<file path="config.mk">
export PLATFORM = sky130hd
export DESIGN_NAME = rxdw_writer
export DESIGN_NICKNAME = d
export VERILOG_FILES = /design/src/rxdw_writer.v
export VERILOG_INCLUDE_DIRS = /design/src
export SDC_FILE = /design/constraint.sdc
export NUM_CORES = 2
export LEC_CHECK = 0
export BUFFER_PORTS_ARGS = -buffer_cell sky130_fd_sc_hd__buf_2
export CORE_MARGIN = 10
export CORE_UTILIZATION = 63
export DETAILED_ROUTE_END_ITERATION = 12
export PLACE_DENSITY_LB_ADDON = 0.15
export SYNTH_ARGS = -nofsm -noshare
export SYNTH_HDL_FRONTEND = slang
export SYNTH_SLANG_ARGS = --single-unit
</file>
<file path="constraint.sdc">
create_clock -name pclk -period 9.9 [get_ports pclk]
set_input_delay 1.485 -clock pclk [delete_from_list [all_inputs] [get_ports pclk]]
set_output_delay 1.485 -clock pclk [all_outputs]
set_load 0.01 [all_outputs]
</file>
<file path="src/rxdw_map.vh">
// Register map, descriptor layout and constants of the receive descriptor DMA writer
`ifndef RXDW_MAP_VH
`define RXDW_MAP_VH
`define RXDW_CTRL 8'h00
`define RXDW_DT_BASE 8'h04
`define RXDW_Q_BASE 8'h08
`define RXDW_SFQ_BND 8'h0c
`define RXDW_SFQ_WR 8'h10
`define RXDW_SFQ_RD 8'h14
`define RXDW_LFQ_BND 8'h18
`define RXDW_LFQ_WR 8'h1c
`define RXDW_LFQ_RD 8'h20
`define RXDW_RQ_BND 8'h24
`define RXDW_RQ_WR 8'h28
`define RXDW_RQ_RD 8'h2c
`define RXDW_STAT 8'h30
`define RXDW_CTRL_RST 32'h0000_0000
`define RXDW_BASE_RST 32'h0000_0000
`define RXDW_IDX_RST 16'h0000
`define RXDW_CTRL_EN 0
`define RXDW_DW_ADDR 4'h0
`define RXDW_DW_SIZE 4'h4
`define RXDW_DW_INFO 4'h8
`define RXDW_DW_NEXT 4'hc
`define RXDW_CE_BIT 7
`define RXDW_SHORT_FLAG 16'h8000
`define RXDW_RQ_GOOD 2'b00
`define RXDW_RQ_BAD 2'b01
`define RXDW_RQ_UNPROV 2'b10
`define RXDW_RQ_BE 4'h7
`define RXDW_CHANNELS 32
`endif

</file>
<file path="src/rxdw_writer.v">
// Receive descriptor DMA writer with APB registers and host memory request port
//
// The implementer's own choices: the register addresses and the APB register port.
`timescale 1ns/1ns
`include "rxdw_map.vh"
module rxdw_writer (
    input wire pclk,
    input wire presetn,
    input wire psel,
    input wire penable,
    input wire pwrite,
    input wire [7:0] paddr,
    input wire [31:0] pwdata,
    output reg [31:0] prdata,
    output reg pready,
    output reg pslverr,
    input wire in_valid,
    output reg in_ready,
    input wire [4:0] in_chan,
    input wire [31:0] in_data,
    input wire [2:0] in_nbytes,
    input wire in_eop,
    input wire [4:0] in_status,
    input wire in_short,
    input wire in_unprov,
    output reg mem_req,
    output reg mem_we,
    output reg [31:0] mem_addr,
    output reg [31:0] mem_wdata,
    output reg [3:0] mem_be,
    input wire mem_ack,
    input wire [31:0] mem_rdata,
    output reg queue_error_interrupt
);
    localparam S_IDLE = 4'd0;
    localparam S_QRD = 4'd1;
    localparam S_D0 = 4'd2;
    localparam S_D1 = 4'd3;
    localparam S_LNK = 4'd4;
    localparam S_LNK3 = 4'd5;
    localparam S_DATA = 4'd6;
    localparam S_FIN = 4'd7;
    localparam S_RQ = 4'd8;

    reg [31:0] ctrl_reg, dt_base_reg, q_base_reg;
    reg [31:0] sfq_bnd_reg, lfq_bnd_reg, rq_bnd_reg;
    reg [15:0] sfq_wr_reg, sfq_rd_reg, lfq_wr_reg, lfq_rd_reg, rq_wr_reg, rq_rd_reg;
    reg [3:0] state_reg;
    // Per-channel table; no reset needed since act_reg gates every entry
    reg [13:0] first_ref [0:31];
    reg [13:0] cur_ref [0:31];
    reg [31:0] buf_addr [0:31];
    reg [15:0] buf_size [0:31];
    reg [15:0] used [0:31];
    reg [31:0] act_reg;
    reg [4:0] ch_reg;
    reg [31:0] data_reg;
    reg [2:0] nb_reg;
    reg eop_reg, short_reg, unprov_reg, large_reg, pick_large_reg;
    reg [4:0] st_reg;
    reg [13:0] new_ref_reg;
    reg [31:0] new_addr_reg;

    function [15:0] nxt_idx;
        input [15:0] idx;
        input [31:0] bnd;
        begin
            nxt_idx = (idx + 16'h0001 == bnd[31:16]) ? bnd[15:0] : idx + 16'h0001;
        end
    endfunction
    function [31:0] q_addr;
        input [31:0] base;
        input [15:0] idx;
        begin
            q_addr = {base[31:2], 2'b00} + {14'h0000, idx, 2'b00};
        end
    endfunction
    function [31:0] d_addr;
        input [31:0] base;
        input [13:0] dref;
        input [3:0] word;
        begin
            d_addr = {base[31:4], 4'h0} + {14'h0000, dref, 4'h0} + {28'h0000000, word};
        end
    endfunction
    wire [15:0] sfq_nxt = nxt_idx(sfq_rd_reg, sfq_bnd_reg);
    wire [15:0] lfq_nxt = nxt_idx(lfq_rd_reg, lfq_bnd_reg);
    wire [15:0] rq_nxt = nxt_idx(rq_wr_reg, rq_bnd_reg);
    wire sfq_empty = (sfq_nxt == sfq_wr_reg);
    wire lfq_empty = (lfq_nxt == lfq_wr_reg);
    wire rq_full = (rq_rd_reg == rq_wr_reg);
    wire is_first = (cur_ref[ch_reg] == first_ref[ch_reg]);
    wire [1:0] off_eff = is_first ? ctrl_reg[2:1] : 2'b00;
    wire [15:0] fill = {14'h0000, off_eff} + used[ch_reg];
    wire [15:0] cnt_out = short_reg ? (used[ch_reg] | `RXDW_SHORT_FLAG) : used[ch_reg];
    wire [5:0] st_out = {1'b0, st_reg};
    wire [1:0] rq_code = unprov_reg ? `RXDW_RQ_UNPROV : ((st_reg != 5'h00) ? `RXDW_RQ_BAD : `RXDW_RQ_GOOD);
    wire [31:0] info_w = {cnt_out, st_out, off_eff, 1'b0, 2'b00, ch_reg};
    wire apb_setup = psel & ~penable;
    wire apb_wr = psel & penable & pready & pwrite;
    wire room_ok = ({14'h0000, (cur_ref[in_chan] == first_ref[in_chan]) ? ctrl_reg[2:1] : 2'b00}
        + used[in_chan] + {13'h0000, in_nbytes}) <= buf_size[in_chan];

    reg [31:0] rd_mux;
    reg rd_err;
    always @* begin
        rd_err = 1'b0;
        case (paddr)
            `RXDW_CTRL: rd_mux = ctrl_reg;
            `RXDW_DT_BASE: rd_mux = dt_base_reg;
            `RXDW_Q_BASE: rd_mux = q_base_reg;
            `RXDW_SFQ_BND: rd_mux = sfq_bnd_reg;
            `RXDW_SFQ_WR: rd_mux = {16'h0000, sfq_wr_reg};
            `RXDW_SFQ_RD: rd_mux = {16'h0000, sfq_rd_reg};
            `RXDW_LFQ_BND: rd_mux = lfq_bnd_reg;
            `RXDW_LFQ_WR: rd_mux = {16'h0000, lfq_wr_reg};
            `RXDW_LFQ_RD: rd_mux = {16'h0000, lfq_rd_reg};
            `RXDW_RQ_BND: rd_mux = rq_bnd_reg;
            `RXDW_RQ_WR: rd_mux = {16'h0000, rq_wr_reg};
            `RXDW_RQ_RD: rd_mux = {16'h0000, rq_rd_reg};
            `RXDW_STAT: rd_mux = {28'h0000000, state_reg};
            default: begin
                rd_mux = 32'h0000_0000;
                rd_err = 1'b1;
            end
        endcase
    end

    // Zero-wait APB: answer prepared at the setup edge
    always @(posedge pclk or negedge presetn) begin
        if (!presetn) begin
            pready <= 1'b0;
            prdata <= 32'h0000_0000;
            pslverr <= 1'b0;
            ctrl_reg <= `RXDW_CTRL_RST;
            dt_base_reg <= `RXDW_BASE_RST;
            q_base_reg <= `RXDW_BASE_RST;
            sfq_bnd_reg <= `RXDW_BASE_RST;
            lfq_bnd_reg <= `RXDW_BASE_RST;
            rq_bnd_reg <= `RXDW_BASE_RST;
            sfq_wr_reg <= `RXDW_IDX_RST;
            lfq_wr_reg <= `RXDW_IDX_RST;
            rq_rd_reg <= `RXDW_IDX_RST;
        end else begin
            pready <= apb_setup;
            prdata <= (apb_setup && !pwrite) ? rd_mux : 32'h0000_0000;
            pslverr <= apb_setup & rd_err;
            if (apb_wr) begin
                case (paddr)
                    `RXDW_CTRL: ctrl_reg <= pwdata;
                    `RXDW_DT_BASE: dt_base_reg <= pwdata;
                    `RXDW_Q_BASE: q_base_reg <= pwdata;
                    `RXDW_SFQ_BND: sfq_bnd_reg <= pwdata;
                    `RXDW_SFQ_WR: sfq_wr_reg <= pwdata[15:0];
                    `RXDW_LFQ_BND: lfq_bnd_reg <= pwdata;
                    `RXDW_LFQ_WR: lfq_wr_reg <= pwdata[15:0];
                    `RXDW_RQ_BND: rq_bnd_reg <= pwdata;
                    `RXDW_RQ_RD: rq_rd_reg <= pwdata[15:0];
                    default: ctrl_reg <= ctrl_reg;
                endcase
            end
        end
    end

    always @(posedge pclk) begin
        if (state_reg == S_D1 && mem_req && mem_ack)
            buf_size[ch_reg] <= mem_rdata[15:0];
        // Old entry kept until its link words are out
        if (mem_req && mem_ack && ((state_reg == S_D1 && !act_reg[ch_reg]) || state_reg == S_LNK3)) begin
            if (!act_reg[ch_reg])
                first_ref[ch_reg] <= new_ref_reg;
            cur_ref[ch_reg] <= new_ref_reg;
            buf_addr[ch_reg] <= new_addr_reg;
            used[ch_reg] <= 16'h0000;
        end else if (state_reg == S_DATA && mem_req && mem_ack) begin
            used[ch_reg] <= used[ch_reg] + {13'h0000, nb_reg};
        end
    end

    // One outstanding request to the bus controller; each state other than S_IDLE issues then waits for ack
    always @(posedge pclk or negedge presetn) begin
        if (!presetn) begin
            state_reg <= S_IDLE;
            in_ready <= 1'b0;
            mem_req <= 1'b0;
            mem_we <= 1'b0;
            mem_addr <= 32'h0000_0000;
            mem_wdata <= 32'h0000_0000;
            mem_be <= 4'h0;
            queue_error_interrupt <= 1'b0;
            act_reg <= 32'h0000_0000;
            sfq_rd_reg <= `RXDW_IDX_RST;
            lfq_rd_reg <= `RXDW_IDX_RST;
            rq_wr_reg <= `RXDW_IDX_RST;
            ch_reg <= 5'h00;
            data_reg <= 32'h0000_0000;
            nb_reg <= 3'h0;
            eop_reg <= 1'b0;
            short_reg <= 1'b0;
            unprov_reg <= 1'b0;
            large_reg <= 1'b0;
            pick_large_reg <= 1'b0;
            st_reg <= 5'h00;
            new_ref_reg <= 14'h0000;
            new_addr_reg <= 32'h0000_0000;
        end else begin
            queue_error_interrupt <= 1'b0;
            case (state_reg)
                S_IDLE: begin
                    if (!in_ready) begin
                        in_ready <= ctrl_reg[`RXDW_CTRL_EN];
                    end else if (in_valid) begin
                        in_ready <= 1'b0;
                        ch_reg <= in_chan;
                        data_reg <= in_data;
                        nb_reg <= in_nbytes;
                        eop_reg <= in_eop;
                        st_reg <= in_status;
                        short_reg <= in_short;
                        unprov_reg <= in_unprov;
                        large_reg <= act_reg[in_chan];
                        if (!act_reg[in_chan] || !room_ok)
                            state_reg <= S_QRD;
                        else
                            state_reg <= S_DATA;
                    end
                end
                S_QRD: begin
                    if (!mem_req) begin
                        if (sfq_empty && lfq_empty) begin
                            queue_error_interrupt <= ~queue_error_interrupt;
                        end else begin
                            // Fall back to the other size class when the wanted one is empty
                            pick_large_reg <= large_reg ? !lfq_empty : sfq_empty;
                            mem_req <= 1'b1;
                            mem_we <= 1'b0;
                            mem_be <= 4'hf;
                            mem_addr <= q_addr(q_base_reg, (large_reg ? !lfq_empty : sfq_empty) ? lfq_nxt : sfq_nxt);
                        end
                    end else if (mem_ack) begin
                        mem_req <= 1'b0;
                        new_ref_reg <= mem_rdata[13:0];
                        if (pick_large_reg)
                            lfq_rd_reg <= lfq_nxt;
                        else
                            sfq_rd_reg <= sfq_nxt;
                        state_reg <= S_D0;
                    end
                end
                S_D0: begin
                    if (!mem_req) begin
                        mem_req <= 1'b1;
                        mem_addr <= d_addr(dt_base_reg, new_ref_reg, `RXDW_DW_ADDR);
                    end else if (mem_ack) begin
                        mem_req <= 1'b0;
                        new_addr_reg <= mem_rdata;
                        state_reg <= S_D1;
                    end
                end
                S_D1: begin
                    if (!mem_req) begin
                        mem_req <= 1'b1;
                        mem_addr <= d_addr(dt_base_reg, new_ref_reg, `RXDW_DW_SIZE);
                    end else if (mem_ack) begin
                        mem_req <= 1'b0;
                        state_reg <= act_reg[ch_reg] ? S_LNK : S_DATA;
                        act_reg[ch_reg] <= 1'b1;
                    end
                end
                S_LNK: begin
                    // Old descriptor closed as not last; status left zero there
                    if (!mem_req) begin
                        mem_req <= 1'b1;
                        mem_we <= 1'b1;
                        mem_addr <= d_addr(dt_base_reg, cur_ref[ch_reg], `RXDW_DW_INFO);
                        mem_wdata <= {used[ch_reg], 6'h00, off_eff, 1'b0, 2'b00, ch_reg};
                    end else if (mem_ack) begin
                        mem_req <= 1'b0;
                        state_reg <= S_LNK3;
                    end
                end
                S_LNK3: begin
                    if (!mem_req) begin
                        mem_req <= 1'b1;
                        mem_we <= 1'b1;
                        mem_addr <= d_addr(dt_base_reg, cur_ref[ch_reg], `RXDW_DW_NEXT);
                        mem_wdata <= {18'h00000, new_ref_reg};
                    end else if (mem_ack) begin
                        mem_req <= 1'b0;
                        mem_we <= 1'b0;
                        state_reg <= S_DATA;
                    end
                end
                S_DATA: begin
                    if (!mem_req) begin
                        mem_req <= 1'b1;
                        mem_we <= 1'b1;
                        mem_be <= 4'hf >> (3'd4 - nb_reg);
                        mem_addr <= buf_addr[ch_reg] + {16'h0000, fill[15:2], 2'b00};
                        mem_wdata <= data_reg;
                    end else if (mem_ack) begin
                        mem_req <= 1'b0;
                        mem_we <= 1'b0;
                        mem_be <= 4'hf;
                        state_reg <= eop_reg ? S_FIN : S_IDLE;
                    end
                end
                S_FIN: begin
                    if (!mem_req) begin
                        mem_req <= 1'b1;
                        mem_we <= 1'b1;
                        mem_addr <= d_addr(dt_base_reg, cur_ref[ch_reg], `RXDW_DW_INFO);
                        mem_wdata <= info_w | (32'h1 << `RXDW_CE_BIT);
                    end else if (mem_ack) begin
                        mem_req <= 1'b0;
                        mem_we <= 1'b0;
                        state_reg <= S_RQ;
                    end
                end
                S_RQ: begin
                    if (!mem_req) begin
                        if (!rq_full) begin
                            mem_req <= 1'b1;
                            mem_we <= 1'b1;
                            mem_be <= `RXDW_RQ_BE;
                            mem_addr <= q_addr(q_base_reg, rq_wr_reg);
                            mem_wdata <= {16'h0000, rq_code, first_ref[ch_reg]};
                        end
                    end else if (mem_ack) begin
                        mem_req <= 1'b0;
                        mem_we <= 1'b0;
                        mem_be <= 4'hf;
                        rq_wr_reg <= rq_nxt;
                        act_reg[ch_reg] <= 1'b0;
                        state_reg <= S_IDLE;
                    end
                end
                default: state_reg <= S_IDLE;
            endcase
        end
    end
endmodule

</file>
==> qor.csv <==
stage;metric;value;unit
yosys;avgSynthCellArea;18.6;sq um
global_routing;grt_max_degree;147;
die;die_y;513;microns
routing;drt_pre_antenna_iters;8;
timing;tns;0;ns
hold_path;worst_hold_path.num_cells;2;
setup_path;ws_path_type;reg -> reg;
yosys;yosysWarningCount;0;
routing;met1Wirelength;167;mm
yosys;synthesis.nets;8481;
finish;drive_gt1_frac;0.328;
yosys;ys_seq_area_frac;0.663;
yosys;synth_commonest_cells;sky130_fd_sc_hd__edfxtp_1, sky130_fd_sc_hd__mux4_2, sky130_fd_sc_hd__dfrtp_1, sky130_fd_sc_hd__mux2_2, sky130_fd_sc_hd__nor2_1;
clock_network;cts_resized;0;
timing;setup_slack;0.790;ns
clock_network;cts_root_buf;sky130_fd_sc_hd__clkbuf_16;
power;total_leakage_power;58.3;nW
timing;timing.max_slew.rel_slack;0.106;
yosys;number_of_enable_flip_flop_cells_after_synthesis;2944;
flow_run;max-cap-violations;0;
timing;timing.final.setup_violations;0;
die;floorplan.core_area;241000;sq um
die;full_die_area;263000;sq um
yosys;synth_cells;8258;
die;std_cell_rows;180;
global_routing;grt_pass1_wl;687;mm
yosys;synthDistinctLibCells;92;
finish;final_instance_count_excl_fillers;12100;
clock_network;cts_htree_levels;5;
global_routing;groute.usage.overall;0.367;
setup_path;buffers_plus_inverters_on_the_worst_setup_path;1;
setup_path;highest_cell_delay_on_the_worst_timing_path;0.78;ns
place;numPortBuffers;232;
clock_network;clkSlewWorstSetupHoldPaths;0.06;ns
yosys;syn-cell-area;153000;sq um
yosys;yosys_most_used_dff;sky130_fd_sc_hd__edfxtp_1;
setup_path;r2r_depth;25;
yosys;netlist.top_cell.by_area;sky130_fd_sc_hd__edfxtp_1;
setup_path;worst_path_max_delay_cell;sky130_fd_sc_hd__nor4b_1;
power;vdd_drop_max;0.369;mV
die;die_width;513;microns
setup_path;worst_ep_required_time;10.69;ns
routing;topRoutingLayerUsed;met5;
setup_path;worst_path_dominant_cell_family;compound AO/OA/AOI/OAI gates;
timing;finalHoldViolCount;0;
routing;routed_wire_length;488;mm
timing;final_max_slew_viols;0;
setup_path;worstSetupEndpointType;flip-flop;
global_routing;globalRoute.totalOverflow;0;
yosys;synth-seq-cells;3470;
setup_path;worst_ep_arrival_time;9.90;ns
place;detailedPlacementHpwl;288;mm
clock_network;clock_latency;0.97;ns
timing;fraction_of_the_cycle_the_final_worst_path_needs;0.920;
setup_path;critPathLaunchType;flip-flop;
routing;wl_met3;71.3;mm
routing;wl_per_cell;40.3;microns
die;starting_density;0.635;
setup_path;critical_path_cell_count;25;
yosys;postSynth.asyncResetShare;0.152;
setup_path;timing.critical_path.fanout_max;15;
place;dp_cells;11500;
timing;timing.fmax;0.110;GHz
finish;registers.top_by_ff_count;buf_addr;
timing;skew_final;0.0682;ns
status;outcome;finished clean;
finish;top_regs;buf_addr: 1024 flops, buf_size: 512 flops, used: 512 flops;
routing;ant_nets;0;
clock_network;post-cts-setup-buffer-count;0;
finish;number_of_flip_flops_in_the_largest_register;1024;
place;pre_cts_slack;1.05;ns
setup_path;critical_path.most_common_cell;sky130_fd_sc_hd__a21oi_1;
finish;stdcell_area;171000;sq um
routing;detailroute.via_count;92000;
clock_network;clock_path_buffers;4;
routing;post_detailed_route_drc_marker_count;0;
clock_network;cts_num_sinks;3470;
routing;met2RoutedLength;221;mm
clock_network;clock_tree_from_tritoncts;built;
place;place.gp.congestion;0.962;
timing;tightest_slew;1.33;ns
global_routing;grt_antenna_before_repair;36;
timing;final.min_clock_period;9.11;ns
yosys;netlist_top_cells_area;sky130_fd_sc_hd__edfxtp_1, sky130_fd_sc_hd__mux4_2, sky130_fd_sc_hd__dfrtp_1;
die;top_level_ports;233;
finish;final_core_util;0.710;
global_routing;grt_pass1_vias;91100;
yosys;synth.top_cell.area_share;0.577;
routing;drtIter0Drc;15700;
finish;layout.nets;8850;
clock_network;ctsHoldBuffers;0;
yosys;yosys.cell_count.top_type;sky130_fd_sc_hd__edfxtp_1;
timing;rsz0062_at_grt;false;
hold_path;timing.hold.worst.class;reg -> reg;
routing;vias_per_cell;7.61;
finish;synthToLayoutAreaGrowth;11.8;%
power;ratio_of_total_power_to_cell_area;264;nW/um^2
clock_network;cts_inserted_buffers;360;
place;placement.cell_area;160000;sq um
-- final cells by class --
cell class | count | area (sq um)
Timing Repair Buffer | 548 | 3870
Clock buffer | 468 | 9810
Multi-Input combinational cell | 4193 | 50000
Sequential cell | 3470 | 102000
Clock inverter | 171 | 1750
Inverter | 54 | 203
Antenna cell | 10 | 25.0
Tap cell | 3185 | 3990
Fill cell | 14400 | 70000
-- worst reg2reg max path: stages, from the launching register on --
cell and delay, ns:
sky130_fd_sc_hd__dfrtp_1 0.50, sky130_fd_sc_hd__nand4_2 0.41, sky130_fd_sc_hd__nor2_1 0.48, sky130_fd_sc_hd__o32ai_1 0.26, sky130_fd_sc_hd__nor4b_1 0.78, sky130_fd_sc_hd__and4_1 0.71
sky130_fd_sc_hd__a21oi_1 0.22, sky130_fd_sc_hd__or3b_1 0.46, sky130_fd_sc_hd__a2111oi_0 0.45, sky130_fd_sc_hd__nand4_1 0.31, sky130_fd_sc_hd__o22ai_2 0.24, sky130_fd_sc_hd__buf_4 0.33
sky130_fd_sc_hd__mux2_2 0.40, sky130_fd_sc_hd__o21ai_0 0.33, sky130_fd_sc_hd__ha_1 0.34, sky130_fd_sc_hd__a21o_1 0.17, sky130_fd_sc_hd__a21oi_1 0.29, sky130_fd_sc_hd__o21ai_0 0.16
sky130_fd_sc_hd__o211a_1 0.17, sky130_fd_sc_hd__nand4_1 0.12, sky130_fd_sc_hd__a31oi_1 0.17, sky130_fd_sc_hd__a211o_1 0.31, sky130_fd_sc_hd__a21oi_1 0.63, sky130_fd_sc_hd__xor2_1 0.27
sky130_fd_sc_hd__o221ai_1 0.17, sky130_fd_sc_hd__mux2_4 0.28
-- where the power goes --
part	leakage, nW	internal [mW]	switching [mW]
clock	5.66	7.85	5.63
combinational	18.5	4.69	8.22
sequential	34.2	17.6	1.21
-- metal layers --
metal | vias up | global-route usage
met5 | - | 0.00396
met4 | 18 | 0.176
met3 | 1431 | 0.117
met2 | 7840 | 0.546
met1 | 47600 | 0.498
li1 | 35200 | -
-- worst paths after layout --
check	slack, ns	endpoint	startpoint
min in group asynchronous	0.59	new_addr_reg[23]	presetn
min reg2reg	0.48	mem_wdata[31]	mem_wdata[31]
max	0.79	mem_addr[18]	lfq_rd_reg[0]
min	0.48	mem_wdata[31]	mem_wdata[31]
max reg2reg	0.79	mem_addr[18]	lfq_rd_reg[0]
max in group asynchronous	6.91	ch_reg[1]	presetn
-- placed cells by master (no fill, tap or decap), types with 101 or more instances in the layout --
cell / n
sky130_fd_sc_hd__dfrtp_1: 510
sky130_fd_sc_hd__a21oi_1: 142
sky130_fd_sc_hd__mux4_2: 1226
sky130_fd_sc_hd__edfxtp_1: 2944
sky130_fd_sc_hd__nand2_1: 229
sky130_fd_sc_hd__nor2_2: 107
sky130_fd_sc_hd__mux2_2: 378
sky130_fd_sc_hd__buf_2: 226
sky130_fd_sc_hd__buf_4: 294
sky130_fd_sc_hd__xnor2_1: 135
sky130_fd_sc_hd__nor2_1: 199
sky130_fd_sc_hd__o21ai_0: 203
sky130_fd_sc_hd__clkbuf_16: 366
sky130_fd_sc_hd__xor2_1: 104
sky130_fd_sc_hd__a22oi_1: 285
sky130_fd_sc_hd__o22ai_1: 101
-- metrics by stage --
step | hold slack, ns | power [mW]
finish | 0.482 | 45.2
global route | 0.504 | 46.3
CTS | 0.481 | 44.8
detailed placement | 0.471 | 31.5
global placement | 0.468 | 31.3
floorplan | 0.471 | 26.1
-- kinds of logic after synthesis --
family | share of synthesized area
AO/OA/AOI/OAI | 0.0490
buffers and inverters | 0.0158
adder cells (fa/ha/maj) | 0.00823
multiplexers | 0.216
AND/OR/NAND/NOR | 0.0332
flip-flops | 0.663
XOR/XNOR | 0.0147
Note: power is estimated with default switching activity, not from simulation.
